`src/pkg/nefa_pkg.sv`:
```
// constants shared by the extended-resolution accumulator and its controller
`default_nettype none
package nefa_pkg;
  // ==========================================================
  // widths
  localparam int PHASE_W = 32;           // phase and timer accumulator width
  localparam int EXT_W   = 64;           // combined tuning resolution
  localparam int CBUS_AW = 2;            // control bus register select width
  localparam int AV_AW   = 5;            // avalon byte address width
  localparam int AV_DW   = 32;           // avalon data width
  // ==========================================================
  // device control bus register selects
  localparam logic [1:0] SEL_CENTER = 2'h0;
  localparam logic [1:0] SEL_TIMER  = 2'h1;
  localparam logic [1:0] SEL_PHASE  = 2'h2;
  // ==========================================================
  // controller register byte offsets
  localparam logic [4:0] OFS_CTRL   = 5'h00;
  localparam logic [4:0] OFS_STATUS = 5'h04;
  localparam logic [4:0] OFS_CENTER = 5'h08;
  localparam logic [4:0] OFS_TIMER  = 5'h0c;
  localparam logic [4:0] OFS_PHASE  = 5'h10;
  // ==========================================================
  // controller field positions
  localparam int CTRL_ROUTE_BIT = 0;     // board carry route enable
  localparam int CTRL_FREQ_BIT  = 1;     // start frequency update
  localparam int CTRL_PHASE_BIT = 2;     // start phase update
  localparam int STAT_BUSY_BIT  = 0;     // sequence in progress
  localparam int STAT_ROUTE_BIT = 1;     // route enable readback
  // ==========================================================
  // reset values
  localparam logic [31:0] RST_WORD  = 32'h0000_0000;
  localparam logic        RST_ROUTE = 1'h1;
  // ==========================================================
  // timing: cycles between timer strobe and center strobe
  localparam int          STROBE_LEAD   = 2;
  localparam logic [1:0]  LEAD_CNT_INIT = 2'(STROBE_LEAD - 1);
  // ==========================================================
  // controller sequencer states
  typedef enum logic [7:0] {
    S_IDLE   = 8'h01,
    S_WR_CF  = 8'h02,
    S_WR_TM  = 8'h04,
    S_STB_TM = 8'h08,
    S_GAP    = 8'h10,
    S_STB_CF = 8'h20,
    S_WR_PH  = 8'h40,
    S_STB_PH = 8'h80
  } nefa_state_type;
endpackage : nefa_pkg
`default_nettype wire

```
`src/pkg/nefa_link_if.sv`:
```
// board-level link between the accumulator device and its controller
`timescale 1ns/1ps
`default_nettype none
interface nefa_link_if;
  // control bus into the input holding registers
  logic [1:0]  cbus_sel;
  logic [31:0] cbus_data;
  logic        cbus_wr_n;
  // transfer strobes, active low
  logic        timer_load_strobe_n;
  logic        center_freq_load_strobe_n;
  logic        phase_load_strobe_n;
  // carry loop, carry pins active low, route enable active high
  logic        timer_carry_out_n;
  logic        phase_carry_in_n;
  logic        carry_route_en;

  // ==========================================================
  // board wiring: timer carry loops back to the phase carry input
  assign phase_carry_in_n = carry_route_en ? timer_carry_out_n : 1'b1;

  modport dev (
    input  cbus_sel,
    input  cbus_data,
    input  cbus_wr_n,
    input  timer_load_strobe_n,
    input  center_freq_load_strobe_n,
    input  phase_load_strobe_n,
    output timer_carry_out_n,
    input  phase_carry_in_n
  );

  modport ctl (
    output cbus_sel,
    output cbus_data,
    output cbus_wr_n,
    output timer_load_strobe_n,
    output center_freq_load_strobe_n,
    output phase_load_strobe_n,
    output carry_route_en
  );
endinterface : nefa_link_if
`default_nettype wire

```
`src/core/nefa_ctrl.sv`:
```
// controller: avalon-mm registers driving the accumulator load sequence
//
// The Avalon-MM slave port and the register offsets are this design's own decisions.
`timescale 1ns/1ps
`default_nettype none
module nefa_ctrl (
  // clock and reset
  input  wire logic                       mclk,
  input  wire logic                       rst_b,
  // avalon-mm slave
  input  wire logic [nefa_pkg::AV_AW-1:0] avs_address,
  input  wire logic                       avs_read,
  input  wire logic                       avs_write,
  input  wire logic [nefa_pkg::AV_DW-1:0] avs_writedata,
  output logic      [nefa_pkg::AV_DW-1:0] avs_readdata,
  output logic                            avs_waitrequest,
  // link to the device
  nefa_link_if.ctl                        link
);

  // ==========================================================
  // declarations
  nefa_pkg::nefa_state_type     state;
  nefa_pkg::nefa_state_type     next_state;
  logic [31:0]                  center_val;
  logic [31:0]                  timer_val;
  logic [31:0]                  phase_val;
  logic                         route_en;
  logic [1:0]                   lead_cnt;
  logic                         take_wr;
  logic                         take_rd;
  logic                         busy;
  logic                         wr_ctrl;
  logic                         go_freq;
  logic                         go_phase;
  logic [31:0]                  read_mux;

  // ==========================================================
  // bus decode: a request is taken in the cycle waitrequest is low
  assign take_wr  = avs_write && !avs_waitrequest;
  assign take_rd  = avs_read && !avs_waitrequest;
  assign busy     = (state != nefa_pkg::S_IDLE);
  assign wr_ctrl  = take_wr && (avs_address == nefa_pkg::OFS_CTRL);
  assign go_freq  = wr_ctrl && !busy && avs_writedata[nefa_pkg::CTRL_FREQ_BIT];
  assign go_phase = wr_ctrl && !busy && avs_writedata[nefa_pkg::CTRL_PHASE_BIT]
                    && !avs_writedata[nefa_pkg::CTRL_FREQ_BIT];
  assign read_mux =
    (avs_address == nefa_pkg::OFS_CTRL)   ? {31'h0, route_en} :
    (avs_address == nefa_pkg::OFS_STATUS) ? {30'h0, route_en, busy} :
    (avs_address == nefa_pkg::OFS_CENTER) ? center_val :
    (avs_address == nefa_pkg::OFS_TIMER)  ? timer_val :
    (avs_address == nefa_pkg::OFS_PHASE)  ? phase_val : 32'h0;

  // ==========================================================
  // waitrequest drops for one cycle after each request, read data with it
  always_ff @(posedge mclk)
  begin
    if (!rst_b)
    begin
      avs_waitrequest <= 1'b1;
      avs_readdata    <= 32'h0;
    end
    else
    begin
      avs_waitrequest <= !((avs_read || avs_write) && avs_waitrequest);
      if (avs_read && avs_waitrequest)
        avs_readdata <= read_mux;
    end
  end

  // ==========================================================
  // software registers; values are locked while a sequence runs
  always_ff @(posedge mclk)
  begin
    if (!rst_b)
    begin
      center_val <= nefa_pkg::RST_WORD;
      timer_val  <= nefa_pkg::RST_WORD;
      phase_val  <= nefa_pkg::RST_WORD;
      route_en   <= nefa_pkg::RST_ROUTE;
    end
    else if (take_wr && !busy)
    begin
      if (avs_address == nefa_pkg::OFS_CENTER)
        center_val <= avs_writedata;
      if (avs_address == nefa_pkg::OFS_TIMER)
        timer_val <= avs_writedata;
      if (avs_address == nefa_pkg::OFS_PHASE)
        phase_val <= avs_writedata;
      if (avs_address == nefa_pkg::OFS_CTRL)
        route_en <= avs_writedata[nefa_pkg::CTRL_ROUTE_BIT];
    end
  end

  // ==========================================================
  // sequencer next state
  always_comb
  begin
    next_state = state;
    unique case (state)
      nefa_pkg::S_IDLE:
        if (go_freq)
          next_state = nefa_pkg::S_WR_CF;
        else if (go_phase)
          next_state = nefa_pkg::S_WR_PH;
      nefa_pkg::S_WR_CF:  next_state = nefa_pkg::S_WR_TM;
      nefa_pkg::S_WR_TM:  next_state = nefa_pkg::S_STB_TM;
      nefa_pkg::S_STB_TM: next_state = nefa_pkg::S_GAP;
      nefa_pkg::S_GAP:
        if (lead_cnt == 2'h0)
          next_state = nefa_pkg::S_STB_CF;
      nefa_pkg::S_STB_CF: next_state = nefa_pkg::S_IDLE;
      nefa_pkg::S_WR_PH:  next_state = nefa_pkg::S_STB_PH;
      nefa_pkg::S_STB_PH: next_state = nefa_pkg::S_IDLE;
      default:            next_state = nefa_pkg::S_IDLE;
    endcase
  end

  // ==========================================================
  // state and lead counter
  always_ff @(posedge mclk)
  begin
    if (!rst_b)
    begin
      state    <= nefa_pkg::S_IDLE;
      lead_cnt <= 2'h0;
    end
    else
    begin
      state    <= next_state;
      lead_cnt <= (next_state == nefa_pkg::S_STB_TM) ? nefa_pkg::LEAD_CNT_INIT
                : (lead_cnt != 2'h0) ? lead_cnt - 2'h1 : lead_cnt;
    end
  end

  // ==========================================================
  // link outputs registered from the next state, carry_route_en from route_en
  always_ff @(posedge mclk)
  begin
    if (!rst_b)
    begin
      link.cbus_sel                  <= nefa_pkg::SEL_CENTER;
      link.cbus_data                 <= nefa_pkg::RST_WORD;
      link.cbus_wr_n                 <= 1'b1;
      link.timer_load_strobe_n       <= 1'b1;
      link.center_freq_load_strobe_n <= 1'b1;
      link.phase_load_strobe_n       <= 1'b1;
      link.carry_route_en            <= nefa_pkg::RST_ROUTE;
    end
    else
    begin
      // [RQ3] timer value over the bus
      link.cbus_wr_n <= !(next_state == nefa_pkg::S_WR_CF ||
                          next_state == nefa_pkg::S_WR_TM ||
                          next_state == nefa_pkg::S_WR_PH);
      link.cbus_sel  <= (next_state == nefa_pkg::S_WR_TM) ? nefa_pkg::SEL_TIMER
                      : (next_state == nefa_pkg::S_WR_PH) ? nefa_pkg::SEL_PHASE
                      : nefa_pkg::SEL_CENTER;
      link.cbus_data <= (next_state == nefa_pkg::S_WR_TM) ? timer_val
                      : (next_state == nefa_pkg::S_WR_PH) ? phase_val
                      : center_val;
      // [RQ9] timer strobe leads by two
      link.timer_load_strobe_n       <= (next_state != nefa_pkg::S_STB_TM);
      link.center_freq_load_strobe_n <= (next_state != nefa_pkg::S_STB_CF);
      // [RQ12] phase between frequency loads
      link.phase_load_strobe_n       <= (next_state != nefa_pkg::S_STB_PH);
      // [RQ4] carry loop routed on board
      link.carry_route_en            <= route_en;
    end
  end

endmodule : nefa_ctrl
`default_nettype wire

```
`src/flat_wrapper.sv`:
```
// flat-port wrapper written by rule: the top's interface ports become plain ports
module nefa_ctrl_flat 
  (mclk, rst_b, avs_address, avs_read, avs_write, avs_writedata, avs_readdata, avs_waitrequest, link_cbus_sel, link_cbus_data, link_cbus_wr_n, link_timer_load_strobe_n, link_center_freq_load_strobe_n, link_phase_load_strobe_n, link_carry_route_en);
  nefa_link_if link_i ();
  input  wire logic mclk;
  input  wire logic rst_b;
  input  wire logic [nefa_pkg::AV_AW-1:0] avs_address;
  input  wire logic avs_read;
  input  wire logic avs_write;
  input  wire logic [nefa_pkg::AV_DW-1:0] avs_writedata;
  output logic      [nefa_pkg::AV_DW-1:0] avs_readdata;
  output logic avs_waitrequest;
  output wire logic [$bits(link_i.cbus_sel)-1:0] link_cbus_sel;
  output wire logic [$bits(link_i.cbus_data)-1:0] link_cbus_data;
  output wire logic [$bits(link_i.cbus_wr_n)-1:0] link_cbus_wr_n;
  output wire logic [$bits(link_i.timer_load_strobe_n)-1:0] link_timer_load_strobe_n;
  output wire logic [$bits(link_i.center_freq_load_strobe_n)-1:0] link_center_freq_load_strobe_n;
  output wire logic [$bits(link_i.phase_load_strobe_n)-1:0] link_phase_load_strobe_n;
  output wire logic [$bits(link_i.carry_route_en)-1:0] link_carry_route_en;
  assign link_cbus_sel = link_i.cbus_sel;
  assign link_cbus_data = link_i.cbus_data;
  assign link_cbus_wr_n = link_i.cbus_wr_n;
  assign link_timer_load_strobe_n = link_i.timer_load_strobe_n;
  assign link_center_freq_load_strobe_n = link_i.center_freq_load_strobe_n;
  assign link_phase_load_strobe_n = link_i.phase_load_strobe_n;
  assign link_carry_route_en = link_i.carry_route_en;
  nefa_ctrl u_core (.mclk(mclk), .rst_b(rst_b), .avs_address(avs_address), .avs_read(avs_read), .avs_write(avs_write), .avs_writedata(avs_writedata), .avs_readdata(avs_readdata), .avs_waitrequest(avs_waitrequest), .link(link_i));
endmodule
```
`config.mk`:
```
export PLATFORM = sky130hd
export DESIGN_NAME = nefa_ctrl_flat
export DESIGN_NICKNAME = d
export VERILOG_FILES = /design/src/pkg/nefa_pkg.sv /design/src/pkg/nefa_link_if.sv /design/src/core/nefa_ctrl.sv /design/src/flat_wrapper.sv
export SDC_FILE = /design/constraint.sdc
export NUM_CORES = 1
export LEC_CHECK = 0
export ABC_AREA = 1
export BUFFER_PORTS_ARGS = -buffer_cell sky130_fd_sc_hd__buf_2
export CORE_MARGIN = 1.5
export CORE_UTILIZATION = 37
export DETAILED_ROUTE_END_ITERATION = 6
export PLACE_DENSITY = 0.53
export SLEW_MARGIN = 40
export SYNTH_ARGS = -nofsm -noshare
export SYNTH_HDL_FRONTEND = slang
export SYNTH_SLANG_ARGS = --single-unit
```
`constraint.sdc`:
```
create_clock -name mclk -period 1.86 [get_ports mclk]
set_input_delay 0.093 -clock mclk [delete_from_list [all_inputs] [get_ports mclk]]
set_output_delay 0.093 -clock mclk [all_outputs]
set_load 0.01 [all_outputs]
```
Word-level counts from Yosys, hierarchy flattened
Index checks and enable logic that the tools add are counted.
{"block": "totals", "ff_bits": 179, "out_inout_bits": 72, "input_bits": 41}
{"block": "op_classes", "n_eq_ne": 18, "bitwise_logic": 1, "n_reduce_logical": 27, "n_addsub": 1, "n_mux": 15}
{"op": "2-to-1 mux 32 bit", "count": 7}
{"op": "case mux 8 bit (6 select lines)", "count": 1}
{"op": "2-to-1 mux 8 bit", "count": 3}
{"op": "== test 8 x 2 -> 1 bit (second input constant)", "count": 2}
{"op": "== test 8 x 3 -> 1 bit (second input constant)", "count": 2}
{"op": "== test 8 x 4 -> 1 bit (second input constant)", "count": 2}
{"op": "== test 8 x 7 -> 1 bit (second input constant)", "count": 2}
{"op": "== test 5 x 4 -> 1 bit (second input constant)", "count": 2}
{"op": "logical AND 1 bit", "count": 9}
{"op": "== test 8 x 1 -> 1 bit (second input constant)", "count": 1}
{"op": "== test 8 x 5 -> 1 bit (second input constant)", "count": 1}
{"op": "inequality test 8 x 1 -> 1 bit (second input constant)", "count": 1}
{"op": "inequality test 8 x 4 -> 1 bit (second input constant)", "count": 1}
{"op": "inequality test 8 x 6 -> 1 bit (second input constant)", "count": 1}
{"op": "inequality test 8 bit (second input constant)", "count": 1}
{"op": "AND reduction 2 bit", "count": 4}
{"op": "== test 5 x 3 -> 1 bit (second input constant)", "count": 1}
{"op": "== test 5 bit (second input constant)", "count": 1}
{"op": "zero test 1 bit", "count": 5}
{"op": "zero test 5 bit", "count": 1}
{"op": "nonzero test 2 bit", "count": 2}
{"op": "OR reduction 2 bit", "count": 2}
{"op": "logical OR 1 bit", "count": 3}
{"op": "2-to-1 mux 1 bit", "count": 3}
{"op": "other kinds (4)", "count": 4}

Longest topological paths before layout
{"block": "depth", "ltp_word": 13, "ltp_mapped": 10, "mapped_depth_nobuf": 9}

Worst setup path after synthesis
OpenSTA, ideal clock, no wires.
{"block": "synth_path", "kind": "reg2reg", "start": "register u_core.avs_waitrequest", "end": "register u_core.link.cbus_data[10]", "path_stages_with_launch": 9, "period_less_slack_ns": 1.459, "t_required_ns": 1.746, "setup_ns": 0.114, "n_path_buf": 2, "slack_ns": 0.401, "t_arrival_ns": 1.345, "path_cell_list": "dfxtp_1 > nor2_1 > inv_2 > nor2_4 > buf_6 > buf_2 > nand4_1 > nand3_1 > nand2_1"}
{"block": "synth_between", "elab_chain_cells": 12}
{"item": "start, declared", "line_no": "nefa_ctrl.sv:16", "source": "output logic avs_waitrequest,"}
{"item": "start signal, assigned", "line_no": "nefa_ctrl.sv:65", "source": "avs_waitrequest <= !((avs_read || avs_write) && avs_waitrequest);"}
{"item": "zero test 1 bit (*)"}
{"item": "logical AND 1 bit (*)", "line_no": "nefa_ctrl.sv:40", "source": "assign take_wr = avs_write && !avs_waitrequest;"}
{"item": "logical AND 1 bit (*)", "line_no": "nefa_ctrl.sv:43", "source": "assign wr_ctrl = take_wr && (avs_address == nefa_pkg::OFS_CTRL);"}
{"item": "logical AND 1 bit (*)", "line_no": "nefa_ctrl.sv:44, nefa_ctrl.sv:45"}
{"item": "logical AND 1 bit", "line_no": "nefa_ctrl.sv:45", "source": "assign go_phase = wr_ctrl && !busy && avs_writedata[nefa_pkg::CTRL_PHASE_BIT]"}
{"item": "logical AND 1 bit", "line_no": "nefa_ctrl.sv:46", "source": "&& !avs_writedata[nefa_pkg::CTRL_FREQ_BIT];"}
{"item": "2-to-1 mux 8 bit", "line_no": "nefa_ctrl.sv:104", "source": "else if (go_phase)"}
{"item": "2-to-1 mux 8 bit (*)", "line_no": "nefa_ctrl.sv:102", "source": "if (go_freq)"}
{"item": "case mux 8 bit (6 select lines) (*)", "line_no": "nefa_ctrl.sv:100", "source": "unique case (state)"}
{"item": "== test 8 x 7 -> 1 bit", "line_no": "nefa_ctrl.sv:160", "source": ": (next_state == nefa_pkg::S_WR_PH) ? phase_val"}
{"item": "2-to-1 mux 32 bit", "line_no": "nefa_ctrl.sv:160"}
{"item": "2-to-1 mux 32 bit (*)", "line_no": "nefa_ctrl.sv:159", "source": "link.cbus_data <= (next_state == nefa_pkg::S_WR_TM) ? timer_val"}
{"item": "end signal, assigned", "line_no": "nefa_ctrl.sv:143", "source": "link.cbus_data <= nefa_pkg::RST_WORD;"}
{"item": "end signal, assigned", "line_no": "nefa_ctrl.sv:159"}
{"item": "end, declared", "line_no": "nefa_link_if.sv:35", "source": "output cbus_data,"}
Mark *: on every way between the ends. The rest lies on a longest branch, timed or not.
A chain may end at the register's enable or synchronous reset.

Worst setup path in the final report
{"block": "layout_path", "start": "register u_core.state[7]", "end": "register u_core.center_val[15]"}
{"block": "layout_between", "elab_chain_cells": 4}
{"item": "start, declared", "line_no": "nefa_ctrl.sv:23", "source": "nefa_pkg::nefa_state_type state;"}
{"item": "start signal, assigned", "line_no": "nefa_ctrl.sv:125", "source": "state <= nefa_pkg::S_IDLE;"}
{"item": "start signal, assigned", "line_no": "nefa_ctrl.sv:130", "source": "state <= next_state;"}
{"item": "inequality test 8 x 1 -> 1 bit", "line_no": "nefa_ctrl.sv:42", "source": "assign busy = (state != nefa_pkg::S_IDLE);"}
{"item": "zero test 1 bit", "line_no": "nefa_ctrl.sv:82", "source": "else if (take_wr && !busy)"}
{"item": "logical AND 1 bit", "line_no": "nefa_ctrl.sv:82"}
{"item": "AND reduction 2 bit (no source line)"}
{"item": "end signal, assigned", "line_no": "nefa_ctrl.sv:77", "source": "center_val <= nefa_pkg::RST_WORD;"}
{"item": "end signal, assigned", "line_no": "nefa_ctrl.sv:85", "source": "center_val <= avs_writedata;"}
{"item": "end, declared", "line_no": "nefa_ctrl.sv:25", "source": "logic [31:0] center_val;"}
Every way passes these cells.

==> qor.txt <==
IO buf count = 112
vias in the first global route = 7243
GR Util All Layers = 0.231
dominant cell type by area after synthesis = dfxtp_1
first-pass GRT wire length = 39600 um
crit share post-route = 0.934
maximum clock rate = 0.575 GHz
post-synthesis cell count = 1108
Area Overhead vs Synth = 24.3%
mux contribution to synthesized area = 0
CTS tree = yes
first-pass detailed-route iteration total = 5
die width = 148 um
root buffer cell = clkbuf_16
Crit path required time = 2.21 ns
syn nets = 1150
synth unique cells = 26
critical path class = flip-flop to flip-flop
Syn Std Cell Area = 7810 um2
max_cap viols = 0
Final Total Pwr = 8.11 mW
Critical Path AT = 2.09 ns
RePlAce Congestion = 0.790
vias per inst = 5.17
largest family of logic cells by synthesized area = simple AND/OR/NAND/NOR gates
#FFs+latches synth = 179
filler cell count = 2172
dpl cells = 1450
Final Hold Vio Count = 0
initial core utilization = 0.381
ANT cells = 0
vias = 7844
post-synthesis compound-gate area fraction = 0.0879
simple-gate share of the synthesized area = 0.356
most common cell after layout, fill and taps aside = nand2_1
post-route ant nets = 0
peak supply drop = 0.620 mV
Adder-Cell Fraction of Synth Area = 0.00160
maximum fanout along the worst path = 20
Tmin final = 1.74 ns
P_leak = 3.91 nW
number of H-tree levels = 4
register share of total power = 0.478
clock power share = 0.449
top-area cell type share of the netlist area = 0.459
Comb pwr share = 0.074
Worst Hold Class = input pin to flip-flop
Skew-Pair Late Insertion Delay = 0.43 ns
crit path to = u_core.center_val[15]
xor/xnor share of the synthesized area = 0.00112
Layout Cells excl Fill = 1517
register area share after synthesis = 0.459
RSZ-0062 raised after global routing = true
Post-DP HPWL = 15200 um
FF-to-FF Start = u_core.state[7]
largest net degree at the start of global routing = 64
measured slew at the worst slew-check pin = 0.727 ns
Core Box Area = 20500 um2
crit path launch = u_core.state[7]
clock transition at the registers of the reported paths = 0.07 ns
Rows = 52
Clock Tree Buf Depth = 2
clock sinks = 179
Top-Level Pins = 113
synth warn = 0
Slew Limit Fails = 0
status = finished, final reports clean
WL final = 25300 um
P_int = 6.09 mW
Sw Share = 0.249
nets = 1276
R2R Path End = u_core.center_val[15]
Reg2Reg Setup Slack = 0.12 ns
number of CTS-inserted buffers = 17
GRT overflow = 0
Finished Core Util = 0.474
fraction of layout cells with a size suffix above 1 = 0.171
net switching power figure = 2.02 mW
design area = 9710 um2
CP Launch Type = flip-flop
Syn Area/Cell = 7.05 um2
worst r2r path cells = 9
WL/cell = 16.7 um
most frequent cells in the layout = nand2_1 (332), dfxtp_1 (179), nand3_1 (169)
DR iter-0 viols = 538
DIE AREA = 22000 um2
initial antenna violation count = 0
Critical Path End Type = flip-flop
synth top area cells = dfxtp_1 (46%), nand2_1 (16%), nand3_1 (11%), a21oi_1 (8.3%), nand4_1 (5.4%)
DR DRC count = 0
setup violators final = 0
P per Cell Area = 835 nW/um2
Post-DP Area = 8760 um2
Clock Skew = 0.0109 ns
Max transition margin = 0.515
post-CTS setup buffer count = 0
Die Height = 148 um
post-route setup TNS = 0 ns
## what timing repair did
item | CTS | global route
gates resized for setup | 0 | 1
endpoints found under the setup margin | 0 | 27
hold endpoints to repair | 97 | 0
hold buffers | 35 | 0
## worst min path at each step
stage	slack, ns	startpoint	to	cells after the start
after floorplan	0.16	rst_b	u_core.link.carry_route_en	1
after global placement	0.31	avs_read	u_core.avs_waitrequest	2
after detailed placement	0.32	avs_read	u_core.avs_waitrequest	2
after CTS	0.15	avs_address[2]	u_core.timer_val[2]	5
after global routing	0.18	avs_address[2]	u_core.timer_val[2]	5
final	0.17	avs_address[2]	u_core.timer_val[1]	5
## cells by family (layout without fill, tap and decap cells)
| family | count (synthesis) | count (layout) |
|---|---|---|
| buf+inv | 174 | 313 |
| simple gates | 617 | 617 |
| fa+ha+maj | 1 | 1 |
| xor+xnor | 1 | 1 |
| flops | 179 | 179 |
| compound gates | 136 | 136 |
## stage by stage
step | worst slack [ns] | hold slack, ns
2_1_floorplan | 0.401 | 0.162
3_3_place_gp | 0.109 | 0.312
3_5_place_dp | 0.139 | 0.320
4_1_cts | 0.127 | 0.146
5_1_grt | -0.0300 | 0.184
6_report | 0.122 | 0.166
## Yosys cell counts
cell type	instances
buf_4	14
xor2_1	1
a21oi_1	130
clkbuf_1	45
ha_1	1
nor2_2	2
or2_1	1
inv_1	82
a31oi_1	1
nor2_4	4
o21ai_0	3
nor2_1	29
nand2_2	3
nand2_1	333
o211ai_1	2
nor3_1	4
nand4_1	67
dfxtp_1	179
nand3_1	169
inv_2	7
buf_2	20
buf_1	5
nand4_4	1
nor3_2	2
buf_6	1
nand3b_1	2
## worst max-delay path, stage by stage, from the launching register on
cell     delay, ns
dfxtp_1       0.31
nor2_1        0.15
nand2_2       0.11
inv_2         0.06
nand2_2       0.07
nor2_4        0.25
buf_4         0.32
buf_4         0.16
nand3_1       0.06
a21oi_1       0.16
## power by group through the flow
stage	registers (mW)	clock network [mW]	logic [mW]
after floorplan	3.96	0	0.295
after global placement	3.96	0	0.528
after detailed placement	3.96	0	0.538
after CTS	3.87	3.72	0.597
after global routing	3.88	3.87	0.649
final	3.88	3.64	0.596
## sequential cells by signal (all words and copies together), names as in the netlist
| name | cells |
|---|---|
| u_core.avs_readdata | 32 |
| u_core.avs_waitrequest | 1 |
| u_core.center_val | 32 |
| u_core.lead_cnt | 2 |
| u_core.link.carry_route_en | 1 |
| u_core.link.cbus_data | 32 |
| u_core.link.cbus_sel | 2 |
| u_core.link.cbus_wr_n | 1 |
| u_core.link.center_freq_load_strobe_n | 1 |
| u_core.link.phase_load_strobe_n | 1 |
| u_core.link.timer_load_strobe_n | 1 |
| u_core.phase_val | 32 |
| u_core.route_en | 1 |
| u_core.state | 8 |
| u_core.timer_val | 32 |
## routing by layer
metal | wire (um) | share of wire | track usage | vias up
met2 | 11800 | 0.47 | 0.368 | 254
met5 | 0 | 0 | 0 | -
met3 | 1360 | 0.054 | 0.0298 | 23
met4 | 323 | 0.013 | 0.0757 | 0
li1 | - | - | - | 3895
met1 | 11800 | 0.47 | 0.324 | 3672
## area by class of cell
cell class	count	area [um2]	area share
clock buffers	18	439	0.0452
well taps	270	338	0.0348
inverters	89	337	0.0347
repair buffers	192	1330	0.137
clock inverters	14	155	0.0160
flip-flops and latches	179	3580	0.369
multi-input cells	755	3530	0.363
Power figures use the tool's default switching activity.
